**config.mk**
```make
export PLATFORM = sky130hd
export DESIGN_NAME = chtr_regs
export DESIGN_NICKNAME = d
export VERILOG_FILES = /design/src/hdl/chtr_pkg.sv /design/src/hdl/chtr_regs.sv
export SDC_FILE = /design/constraint.sdc
export NUM_CORES = 1
export LEC_CHECK = 0
export BUFFER_PORTS_ARGS = -buffer_cell sky130_fd_sc_hd__buf_2
export CORE_ASPECT_RATIO = 1.4
export CORE_MARGIN = 2
export CORE_UTILIZATION = 31
export CTS_BUF_LIST = sky130_fd_sc_hd__clkbuf_4
export DETAILED_ROUTE_END_ITERATION = 6
export HOLD_SLACK_MARGIN = 0.02
export PLACE_DENSITY = 0.66
export SLEW_MARGIN = 20
export SYNTH_ARGS = -nofsm -noshare
export SYNTH_HDL_FRONTEND = slang
export SYNTH_SLANG_ARGS = --single-unit
```
**constraint.sdc**
```tcl
create_clock -name clock -period 2.4 [get_ports clock]
set_input_delay 0.12 -clock clock [delete_from_list [all_inputs] [get_ports clock]]
set_output_delay 0.12 -clock clock [all_outputs]
set_load 0.01 [all_outputs]
```
**src/hdl/chtr_pkg.sv**
```systemverilog
// Constants and carriers for the charger thermal and current register bank.
// Assumes a serial engine outside that turns bus transfers into byte accesses.
package chtr_pkg;
    // Register offsets.
    localparam logic [7:0] OFS_THERMAL = 8'h02;
    localparam logic [7:0] OFS_FAST = 8'h03;
    localparam logic [7:0] OFS_TERM = 8'h04;
    localparam logic [7:0] RD_UNMAPPED = 8'hFF;
    // Reset values.
    localparam logic [7:0] RST_THERMAL = 8'h88;
    localparam logic [7:0] RST_FAST = 8'h14;
    localparam logic [7:0] RST_TERM = 8'h0E;
    // Field positions of the thermal register.
    localparam int B_THERMAL_SENSE_ENABLE = 7;
    localparam int B_TS_HI = 6;
    localparam int B_TS_LO = 5;
    localparam int B_OPEN = 4;
    localparam int B_EVT_FN = 3;
    localparam int B_WAKE_M = 2;
    localparam int B_RST_M = 1;
    localparam int B_TMR_M = 0;
    // Field positions of the fast charge register.
    localparam int B_RANGE = 7;
    localparam int B_CODE_HI = 6;
    localparam int B_CODE_LO = 2;
    localparam int B_DISABLE = 1;
    localparam int B_HIZ = 0;
    // Current arithmetic in mA.
    localparam logic [8:0] BASE_LO_MA = 9'd5;
    localparam logic [8:0] BASE_HI_MA = 9'd40;
    localparam logic [8:0] STEP_HI_MA = 9'd10;
    localparam logic [4:0] MAX_CODE_LO = 5'd30;
    localparam logic [4:0] MAX_CODE_HI = 5'd26;
    localparam logic [4:0] CODE_EXT = 5'h1F;
    // Temperature status codes.
    typedef enum logic [1:0] {
        CHTR_TS_OK = 2'b00, CHTR_TS_SUSPEND = 2'b01, CHTR_TS_COOL = 2'b10, CHTR_TS_WARM = 2'b11
    } chtr_temp_e;
    // Start-up phase, one-hot.
    typedef enum logic [1:0] {CHTR_LOAD = 2'b01, CHTR_RUN = 2'b10} chtr_phase_e;
    // Loop controls handed to the analog side.
    typedef struct packed {
        logic charge_enable;
        logic input_high_impedance;
        logic thermal_qualify;
        logic suspend;
        logic current_halve;
        logic voltage_lower;
        logic charge_stop;
        logic use_external_current;
        logic [8:0] charge_current_ma;
    } chtr_ctrl_s;
    // Whole state of the bank.
    typedef struct packed {
        chtr_phase_e phase;
        logic [7:0] thermal;
        logic [7:0] fast;
        logic [7:0] term;
        logic [7:0] rdata;
        logic event_out;
        chtr_ctrl_s ctrl;
    } chtr_state_s;
endpackage : chtr_pkg

```
**src/hdl/chtr_regs.sv**
```systemverilog
// Charger thermal, event mask and fast-charge current register bank.
// Assumes byte accesses from a serial engine, synchronous to clock.
// Operation
// - Sense enable bit gates temperature qualification.
// - Two-bit temperature status with four meanings.
// - Open sensor flag, stop if factory enabled.
// - Event function bit adds charge status.
// - Mask bits suppress wake, reset, timer events.
// - Range bit selects 5 or 40 mA base.
// - Current is base plus code times step.
// - Oversized codes clamp to 35 or 300 mA.
// - All-ones code selects external resistor current.
// - Disable bit turns charger off.
// - High impedance bit isolates the input.
// - Default current from resistor or factory memory.
// - Unmapped reads return all ones.
`timescale 1ns/100ps
module chtr_regs import chtr_pkg::*; (
    // Clock, reset and enable.
    input wire logic clock,
    input wire logic rst_b,
    input wire logic clk_en,
    // Byte register port.
    input wire logic [7:0] reg_addr,
    input wire logic reg_wr,
    input wire logic reg_rd,
    input wire logic [7:0] reg_wdata,
    output logic [7:0] reg_rdata,
    // Detection and strap inputs.
    input wire logic [1:0] temp_code_in,
    input wire logic sensor_open_in,
    input wire logic factory_open_stop_enable,
    input wire logic current_set_resistor_pin_grounded,
    input wire logic [7:0] current_set_resistor_pin_default,
    input wire logic [7:0] factory_default,
    input wire logic [8:0] external_current_ma,
    // Event sources.
    input wire logic wake_event,
    input wire logic reset_event,
    input wire logic timer_fault,
    input wire logic charge_status_event,
    // Outputs.
    output logic event_out,
    output chtr_ctrl_s ctrl,
    output logic [5:0] termination_code
);
    ////////////////////////////////////////////////////////////////////////////
    chtr_state_s state;
    chtr_state_s next_state;
    logic [1:0] temp_seen;
    logic fault_any;

    function automatic logic [7:0] clamp_fast(input logic [7:0] v);
        logic [4:0] c;
        logic [7:0] r;
        c = v[B_CODE_HI:B_CODE_LO];
        r = v;
        if (c != CODE_EXT && !v[B_RANGE] && c > MAX_CODE_LO) begin
            r[B_CODE_HI:B_CODE_LO] = MAX_CODE_LO;
        end else if (c != CODE_EXT && v[B_RANGE] && c > MAX_CODE_HI) begin
            r[B_CODE_HI:B_CODE_LO] = MAX_CODE_HI;
        end
        return r;
    endfunction : clamp_fast

    ////////////////////////////////////////////////////////////////////////////
    // gated status code.
    assign temp_seen = state.thermal[B_THERMAL_SENSE_ENABLE] ? temp_code_in : CHTR_TS_OK;
    assign fault_any = (temp_seen != CHTR_TS_OK) || sensor_open_in
        || (wake_event && !state.thermal[B_WAKE_M])
        || (reset_event && !state.thermal[B_RST_M])
        || (timer_fault && !state.thermal[B_TMR_M]);

    always_comb begin
        logic [4:0] code;
        code = 5'd0;
        next_state = state;
        if (clk_en) begin
            case (state.phase)
                CHTR_LOAD: begin
                    next_state.fast = clamp_fast(current_set_resistor_pin_grounded ? factory_default : current_set_resistor_pin_default);
                    next_state.phase = CHTR_RUN;
                end
                CHTR_RUN: begin
                    if (reg_wr) begin
                        case (reg_addr)
                            OFS_THERMAL: begin
                                next_state.thermal[B_THERMAL_SENSE_ENABLE] = reg_wdata[B_THERMAL_SENSE_ENABLE];
                                next_state.thermal[B_EVT_FN:B_TMR_M] = reg_wdata[B_EVT_FN:B_TMR_M];
                            end
                            OFS_FAST: next_state.fast = clamp_fast(reg_wdata);
                            OFS_TERM: next_state.term = reg_wdata;
                            default: next_state.phase = CHTR_RUN;
                        endcase
                    end
                end
                default: next_state.phase = CHTR_LOAD;
            endcase
            if (reg_rd) begin
                case (reg_addr)
                    OFS_THERMAL: begin
                        next_state.rdata = state.thermal;
                        next_state.rdata[B_TS_HI:B_TS_LO] = temp_seen;
                        next_state.rdata[B_OPEN] = sensor_open_in;
                    end
                    OFS_FAST: next_state.rdata = state.fast;
                    OFS_TERM: next_state.rdata = state.term;
                    default: next_state.rdata = RD_UNMAPPED;
                endcase
            end
            next_state.event_out = fault_any || (state.thermal[B_EVT_FN] && charge_status_event);
            code = state.fast[B_CODE_HI:B_CODE_LO];
            next_state.ctrl.charge_enable = !state.fast[B_DISABLE];
            next_state.ctrl.input_high_impedance = state.fast[B_HIZ];
            next_state.ctrl.thermal_qualify = state.thermal[B_THERMAL_SENSE_ENABLE];
            next_state.ctrl.suspend = temp_seen == CHTR_TS_SUSPEND;
            next_state.ctrl.current_halve = temp_seen == CHTR_TS_COOL;
            next_state.ctrl.voltage_lower = temp_seen == CHTR_TS_WARM;
            next_state.ctrl.charge_stop = sensor_open_in && factory_open_stop_enable;
            next_state.ctrl.use_external_current = code == CODE_EXT;
            if (code == CODE_EXT) begin
                next_state.ctrl.charge_current_ma = external_current_ma;
            end else if (state.fast[B_RANGE]) begin
                next_state.ctrl.charge_current_ma = 9'(BASE_HI_MA + 9'(code) * STEP_HI_MA);
            end else begin
                next_state.ctrl.charge_current_ma = 9'(BASE_LO_MA + 9'(code));
            end
        end
    end

    always_ff @(posedge clock or negedge rst_b) begin
        if (!rst_b) begin
            state <= '{phase: CHTR_LOAD, thermal: RST_THERMAL, fast: RST_FAST, term: RST_TERM,
                       rdata: RD_UNMAPPED, event_out: 1'b0, ctrl: '0};
        end else begin
            state <= next_state;
        end
    end

    assign reg_rdata = state.rdata;
    assign event_out = state.event_out;
    assign ctrl = state.ctrl;
    // termination code for the analog side.
    assign termination_code = state.term[B_RANGE:B_CODE_LO];
endmodule : chtr_regs
```
==> flow_summary.json, run 1 <==
{
  "post-route-drc-count": 0,
  "power_density_nw_per_um2": 923,
  "yosys.area.top_type_share_pct": 25.6,
  "rows": 44,
  "seqCellArea_um2": 1250,
  "async_reset_ff_share_pct": 100,
  "grt_max_degree": 32,
  "relSlewSlack_pct": 50.8,
  "synthTopCellsByCount": "buf_4 (33), dfrtp_1 (33), mux2_2 (27)",
  "placed_area_um2": 3620,
  "cts_tree": "done",
  "core_um2": 10200,
  "drive_above_1_share_pct": 40.7,
  "power_frac_comb_pct": 55.7,
  "setup_viol": 0,
  "seqPwrFrac_pct": 33.3,
  "r2r_cells": 7,
  "fin_nets": 468,
  "slowest_delay_ps": 580,
  "ys_ff_latch": 49,
  "clockBufferDepth": 2,
  "synth-seq-area-share_pct": 38.6,
  "vias": 2586,
  "reg2reg_slack_ps": 110,
  "syn-cell-area_um2": 3230,
  "ir_drop_mv": 0.351,
  "clk_latency_ps": 380,
  "fill_cells": 1064,
  "drv_slew": 0,
  "syn2layout_area_growth_pct": 18.7,
  "fin_crit_sh_pct": 95.6,
  "yosys.area_share.simple_pct": 13.1,
  "path_delay_family": "compound AO/OA/AOI/OAI gates",
  "worstSetupStartpointType": "register",
  "post-route-min-period_ps": 2290,
  "cp.arrival_ps": 2570,
  "path_cells": "ha_1, ha_1, a21oi_1, o21bai_1, xnor3_1, a22oi_1, a21oi_1",
  "synthFlopType": "dfrtp_1",
  "worst_clock_skew_ps": 8.49,
  "yosys.area.top_type": "dfrtp_1",
  "synth-compound-area-share_pct": 16.7,
  "fin_util_pct": 37.4,
  "hold_path.class": "input port to register",
  "endpoint_kind": "register",
  "overflow": 0,
  "cp.required_ps": 2670,
  "grtUsageTotal_pct": 14.3,
  "place_hpwl_um": 6260,
  "firstDrtPassIters": 4,
  "hp-start": "reg_wdata[3]",
  "grt_pass1_vias": 2551,
  "path_class": "register to register",
  "wl_per_cell_um": 14.4,
  "viasPerCell": 4.77,
  "endpoint": "ctrl[7]",
  "grt_pass1_wl_um": 13000,
  "synth.area.mux_share_pct": 13.1,
  "crit_fanout": 4,
  "crit_path_top_delay_cell": "dfstp_2",
  "portBuffers": 86,
  "initial_core_util_pct": 31.5,
  "antenna_found_initial": 1,
  "yosysWarnings": 0,
  "clock-sinks": 49,
  "synthXorXnorAreaFrac_pct": 2.60,
  "synth_top_family_by_area": "compound AO/OA/AOI/OAI gates",
  "synth-adder-area-share_pct": 4.49,
  "routed_wl_um": 7810,
  "ios": 87,
  "dieWidth_um": 90.3,
  "synth_cells": 329,
  "synth_edf_count": 0,
  "drtAntennaViolNets": 0,
  "clk_pin_slew_ps": 150,
  "syn_nets": 395,
  "synth_area_leaders": "dfrtp_1 (26%), dfstp_2 (13%), mux2_2 (9.4%), buf_4 (7.7%), ha_1 (3.9%)",
  "htree_levels": 2,
  "switching_share_pct": 39.5,
  "power.leakage_nw": 1.78,
  "die_area_um2": 11300,
  "rr_endpoint": "ctrl[7]",
  "ys_types": 52,
  "fmax_mhz": 436,
  "hold_viol_final": 0,
  "path_buf_inv": 0,
  "r2r-start": "state[38]",
  "gp_congestion": 0.854,
  "whs_ps": 42.7,
  "drv_cap": 0,
  "cts_root_buf": "clkbuf_4",
  "multiInputGateArea_um2": 1630,
  "crit_start": "state[38]",
  "clockPowerShare_pct": 10.9,
  "finalInstanceArea_um2": 3830,
  "p_sw_w": 0.00140,
  "worst_pin_slew_ps": 738,
  "dr.first_iter.drc_count": 136,
  "cts_buffers": 5,
  "internal-power_w": 0.00214,
  "die_y_um": 125,
  "postSynthAreaPerCell_um2": 9.82,
  "status": "complete, no violations",
  "crit_cells": 7
}
==> sequential cells by signal, indices dropped and copies added, names as in the netlist <==
register,cells
ctrl,17
reg_rdata,8
state,17
termination_code,6
event_out,1
==> final cells by class <==
cell class	instances	share of cell area, %
Multi-Input combinational cell	217	42.5
Clock inverter	3	0.457
Sequential cell	49	32.5
Clock buffer	5	0.979
Inverter	15	1.47
Tap cell	138	4.50
Antenna cell	1	0.0653
Timing Repair Buffer	114	17.6
==> cell families after synthesis <==
family                   count (synthesis)
adder cells (fa/ha/maj)                 11
flip-flops                              49
AO/OA/AOI/OAI                           84
AND/OR/NAND/NOR                         75
XOR/XNOR                                 8
buffers and inverters                   63
multiplexers                            39
==> routing by layer <==
layer,vias to the layer above,GRT usage [%],wire [um]
met3,15,2.30,308
met1,1205,17.5,3340
li1,1286,-,-
met4,0,6.15,236
met5,-,0,0
met2,80,24.6,3930
==> cells in the final DEF, fill, tap and decap left out, types with 4 or more instances in the layout <==
cell,n
a21oi_1,21
a31oi_1,5
buf_2,86
buf_4,15
clkbuf_4,5
dfrtp_1,33
dfstp_2,16
dlygate4sd3_1,13
ha_1,9
inv_1,15
mux2_2,27
mux2i_1,12
nand2_1,20
nand2b_1,4
nand3_1,7
nor2_1,21
o211ai_1,6
o21ai_0,25
xnor2_1,4
==> what timing repair did <==
action,4_1_cts,5_1_grt
hold buffers,13,0
resized for setup,1,2
pin swaps,3,1
cloned,0,0
endpoints found under the hold margin,30,0
endpoints found under the setup margin,1,2
buffers inserted,1,1
==> worst min-delay path by stage <==
stage / to / slack [ps] / depth (start not counted)
2_1_floorplan: ctrl[0] / -180 / 0
4_1_cts: ctrl[4] / 30 / 3
3_5_place_dp: state[39] / 230 / 1
5_1_grt: termination_code[1] / 30 / 2
3_3_place_gp: state[39] / 230 / 1
6_report: termination_code[1] / 40 / 2
==> through the flow <==
step | setup slack, ps | std cells | total power (W) | TNS [ps]
2_1_floorplan | 29.5 | 329 | 0.00261 | 0
3_3_place_gp | 118 | 518 | 0.00302 | 0
3_5_place_dp | 26.4 | 518 | 0.00309 | 0
4_1_cts | 66.2 | 540 | 0.00352 | 0
5_1_grt | -10.3 | 542 | 0.00385 | -10.3
6_report | 106 | 542 | 0.00354 | 0
==> power groups by stage <==
stage / sequential (W) / clock [W] / combinational, W
6_report: 0.00118 / 0.000386 / 0.00197
5_1_grt: 0.00120 / 0.000434 / 0.00221
4_1_cts: 0.00118 / 0.000405 / 0.00194
3_5_place_dp: 0.00120 / 0 / 0.00189
3_3_place_gp: 0.00119 / 0 / 0.00183
2_1_floorplan: 0.00115 / 0 / 0.00146
(Power assumes the default switching activity.)
==> run 2: changes to the inputs <==
Settings changed: ABC_AREA from default to 1.
==> flow_summary.json, run 2 <==
{
  "status": "complete, no violations",
  "mostFrequentLayoutCells": "nand2_1 (117), buf_2 (86), nor2_1 (58), inv_1 (34), dfrtp_1 (33)",
  "yosys.cell_count.top_type": "nand2_1",
  "syn-cell-area_um2": 3150,
  "gp_congestion": 0.806,
  "r2r_cells": 9,
  "grt_max_degree": 44,
  "cts_resized": 0,
  "syn2layout_area_growth_pct": 16.4,
  "synthFlopType": "dfrtp_1",
  "hold_path.class": "input port to register",
  "worstSetupStartpointType": "register",
  "layout_commonest_cell": "nand2_1",
  "place_hpwl_um": 6600,
  "endpoint_kind": "register",
  "dr.first_iter.drc_count": 141,
  "fin_nets": 560,
  "dp.cells": 613,
  "r2r-start": "state[37]",
  "busiest_layer": "met2",
  "clk_pin_slew_ps": 140,
  "setup-tns-final_ps": 0,
  "grt_pass1_vias": 2783,
  "worst_pin_slew_ps": 969,
  "overflow": 0,
  "setup_viol": 0,
  "cts_buffers": 5,
  "firstDrtPassIters": 4,
  "core_um2": 9900,
  "endpoint": "ctrl[7]",
  "hold_viol_final": 0,
  "post-route-min-period_ps": 2120,
  "viasPerCell": 4.60,
  "die_area_um2": 11000,
  "die_y_um": 123,
  "path_class": "register to register",
  "async_reset_ff_share_pct": 100,
  "fmax_mhz": 471,
  "clk_latency_ps": 380,
  "ios": 87,
  "wl_per_cell_um": 13.2,
  "synth_area_leaders": "dfrtp_1 (26%), nand2_1 (14%), dfstp_2 (13%), buf_4 (7.4%), nor2_1 (6.9%)",
  "cts_tree": "done",
  "antenna_found_initial": 0,
  "stdcell_count": 631,
  "cp.required_ps": 2710,
  "yosys.area.top_type": "dfrtp_1",
  "ys_types": 36,
  "dieWidth_um": 89.2,
  "ys_ff_latch": 49,
  "yosysWarnings": 0,
  "cts_root_buf": "clkbuf_4",
  "postSynthAreaPerCell_um2": 7.37,
  "htree_levels": 2,
  "drv_cap": 0,
  "vias": 2901,
  "drive_above_1_share_pct": 27.1,
  "clock-sinks": 49,
  "synthTopCellsByCount": "nand2_1 (117), nor2_1 (58), inv_1 (34)",
  "clockBufferDepth": 2,
  "reg2reg_slack_ps": 280,
  "portBuffers": 86,
  "power.leakage_nw": 1.91,
  "grt_pass1_wl_um": 13200,
  "crit_start": "state[37]",
  "worst_clock_skew_ps": 4.66,
  "gr-usage-met3_pct": 2.27,
  "use_met1_pct": 18.3,
  "relSlewSlack_pct": 35.4,
  "cp.arrival_ps": 2430,
  "use_met2_pct": 28.2,
  "crit_fanout": 6,
  "fin_util_pct": 37.0,
  "initial_core_util_pct": 31.8,
  "drtAntennaViolNets": 0,
  "fill_cells": 1084,
  "power_density_nw_per_um2": 859,
  "rsz0062_at_grt": "false",
  "syn_nets": 493,
  "multiInputGateArea_um2": 1460,
  "synth-seq-area-share_pct": 39.6,
  "drv_slew": 0,
  "rr_endpoint": "ctrl[7]",
  "post-route-drc-count": 0,
  "synth_edf_count": 0,
  "ir_drop_mv": 0.282,
  "grtUsageTotal_pct": 15.8,
  "rows": 43,
  "fin_crit_sh_pct": 88.4,
  "postCtsSetupBuffers": 0,
  "routed_wl_um": 8330,
  "seqCellArea_um2": 1250,
  "yosys.area.top_type_share_pct": 26.2,
  "synth_cells": 427
}
[run 2: cell count changes after synthesis, sizes merged, moves of 6 or more]
cell / previous run / this run
clkbuf: 11 / 0
nor2: 21 / 60
inv: 15 / 41
mux2i: 12 / 0
nand3: 7 / 35
mux2: 27 / 0
o211ai: 6 / 0
nand2: 22 / 123
[run 2: logic make-up (layout without fill, tap and decap cells)]
kind of cell	Yosys count	after routing	share of synthesized area, %
simple gates	224	224	30.6
buf+inv	81	149	14.1
compound gates	62	62	11.1
flops	49	49	39.6
fa+ha+maj	11	11	4.61
other cells	0	1	0
[run 2: per-stage QoR]
step / total power [W] / hold WS (ps) / area (um2) / worst slack [ps]
2_1_floorplan: 0.00233 / -176 / 3150 / 451
3_3_place_gp: 0.00260 / 326 / 3490 / 372
3_5_place_dp: 0.00265 / 337 / 3490 / 311
4_1_cts: 0.00316 / 23.7 / 3660 / 285
5_1_grt: 0.00344 / 25.0 / 3660 / 82.3
6_report: 0.00315 / 32.8 / 3660 / 278
[run 2: repair_timing]
item                       in CTS  in global routing
hold buffers                    9                  0
hold endpoints to repair       40                  0
setup endpoints to repair       0                  0
[run 2: report_power, final]
group	internal [W]	switching, W
registers	0.00102	0.000167
clock network	0.000228	0.000267
logic	0.000586	0.000872
total	0.00184	0.00131
[run 2: routing by layer]
metal	vias up	routed length (um)
li1	1473	-
met1	1338	3300
met2	76	4390
met3	14	376
met4	0	267
met5	-	0
[run 2: final cells by class]
class,instances,area share (%)
Multi-Input combinational cell,297,39.8
Antenna cell,1,0.0683
Inverter,42,4.37
Timing Repair Buffer,99,15.0
Clock buffer,6,1.23
Tap cell,135,4.61
Clock inverter,2,0.922
Sequential cell,49,34.0
[run 2: worst min-delay path by stage]
stage,startpoint,to,slack (ps),cells after the start
3_5_place_dp,rst_b,state[42],340,1
3_3_place_gp,rst_b,ctrl[7],330,1
5_1_grt,reg_wdata[4],termination_code[2],20,3
4_1_cts,reg_wdata[7],state[49],20,3
6_report,reg_wdata[6],termination_code[4],30,3
2_1_floorplan,rst_b,ctrl[0],-180,0
[run 2: critical path, stage by stage, from the launching register on]
cell and delay [ps]:
dfrtp_1 470, ha_1 320, ha_1 220, fa_1 530, nor2_1 70, nor2_1 140, inv_1 50, nand2_1 60
nand3_1 60, a21oi_1 140
==> run 3: changes to the inputs <==
Settings changed: GPL_TIMING_DRIVEN from default to 0.
==> flow_summary.json, run 3 (synthesis gave the netlist of run 2 again) <==
{
  "status": "complete, no violations",
  "routed_wl_um": 8250,
  "worst_pin_slew_ps": 618,
  "portBuffers": 85,
  "fmax_mhz": 453,
  "drive_above_1_share_pct": 31.9,
  "post-route-drc-count": 0,
  "r2r-start": "state[39]",
  "setup-tns-final_ps": 0,
  "r2r_cells": 9,
  "relSlewSlack_pct": 58.8,
  "path_class": "register to register",
  "hold_path.class": "input port to register",
  "crit_start": "state[39]",
  "dr.first_iter.drc_count": 158,
  "gp_congestion": 0.807,
  "dr_wl_met3_um": 408,
  "dp.cells": 647,
  "clock-sinks": 49,
  "grt_pass1_vias": 2933,
  "clk_pin_slew_ps": 150,
  "core_um2": 9900,
  "ios": 87,
  "cts_resized": 0,
  "rows": 43,
  "grt_max_degree": 50,
  "layout_commonest_cell": "nand2_1",
  "overflow": 0,
  "setup_viol": 0,
  "m1WireLength_um": 3210,
  "worstSetupStartpointType": "register",
  "ir_drop_mv": 0.310,
  "top_layer": "met4",
  "whs_ps": 31.5,
  "firstDrtPassIters": 5,
  "rsz0062_at_grt": "false",
  "cp.required_ps": 2700,
  "worst_clock_skew_ps": 16.9,
  "rr_endpoint": "ctrl[8]",
  "drv_slew": 0,
  "stdcell_count": 662,
  "place_hpwl_um": 6630,
  "initial_core_util_pct": 31.8,
  "power_density_nw_per_um2": 842,
  "antenna_found_initial": 1,
  "dieWidth_um": 89.2,
  "endpoint": "ctrl[8]",
  "wl_per_cell_um": 12.5,
  "hold_viol_final": 0,
  "fin_nets": 591,
  "viasPerCell": 4.60,
  "clockBufferDepth": 2,
  "power.leakage_nw": 2.07,
  "crit_fanout": 7,
  "path_cells": "ha_1, ha_1, fa_1, a21oi_1, nor2_1, nand3_1, nand2_1, nand2_1, a21oi_1",
  "die_area_um2": 11000,
  "met2WireLength_um": 4300,
  "mostFrequentLayoutCells": "nand2_1 (117), buf_2 (89), nor2_1 (58), inv_1 (34), dfrtp_1 (33)",
  "cts_buffers": 5,
  "slowest_delay_ps": 540,
  "post-route-min-period_ps": 2210,
  "clk_latency_ps": 360,
  "reg2reg_slack_ps": 190,
  "hp-start": "external_current_ma[0]",
  "cts_root_buf": "clkbuf_4",
  "syn2layout_area_growth_pct": 23.5,
  "cts_tree": "done",
  "drtAntennaViolNets": 0,
  "grtUsageTotal_pct": 15.7,
  "grt_pass1_wl_um": 13500,
  "vias": 3048,
  "fin_crit_sh_pct": 91.9,
  "die_y_um": 123,
  "drv_cap": 0,
  "cp.arrival_ps": 2510,
  "endpoint_kind": "register",
  "crit_path_top_delay_cell": "fa_1",
  "htree_levels": 2
}
## run 3: power by group
part	switching [W]	internal (W)
Combinational	0.000878	0.000684
Clock	0.000270	0.000230
Sequential	0.000185	0.00103
Total	0.00133	0.00194
## run 3: timing repair
| action | 4_1_cts | 5_1_grt |
|---|---|---|
| setup endpoints to repair | 0 | 0 |
| endpoints found under the hold margin | 38 | 0 |
| buffers inserted | 0 | 0 |
| hold buffers | 6 | 0 |
## run 3: per-stage QoR
stage	utilization (%)	setup slack [ps]	area (um2)	total power [W]
6_report	39.3	195	3890	0.00327
5_1_grt	39.3	16.3	3890	0.00358
4_1_cts	39.2	185	3880	0.00329
3_5_place_dp	37.8	224	3740	0.00278
3_3_place_gp	37.8	281	3740	0.00272
2_1_floorplan	-	451	3150	0.00233
## run 3: routing by layer
layer	up-vias	global-route usage (%)
met5	-	0
met4	0	7.56
met3	26	2.07
met2	105	27.5
met1	1377	18.5
li1	1540	-
## run 3: final cells by class
| type | instances | area (um2) |
|---|---|---|
| plain buffers | 39 | 284 |
| clock inverters | 2 | 35.0 |
| fillers | 1097 | 6010 |
| repair buffers | 91 | 488 |
| inverters | 42 | 160 |
| multi-input cells | 297 | 1460 |
| diodes | 1 | 2.50 |
| flip-flops and latches | 49 | 1250 |
| well taps | 135 | 169 |
| clock buffers | 6 | 45.0 |
## run 3: how the worst min path moves through the flow
stage                           to  slack, ps  cells past startpoint
after global placement    ctrl[13]        330                      2
after floorplan            ctrl[0]       -180                      0
after global routing      ctrl[10]         30                      3
final                      ctrl[0]         30                      3
after detailed placement  ctrl[13]        330                      2
after CTS                 ctrl[10]         20                      3
## run 3: critical path, delay by kind of cell, from the launching register on
family          cells  cell delay (ps)
flops               1              500
fa+ha+maj           3             1080
simple gates        4              350
compound gates      2              210
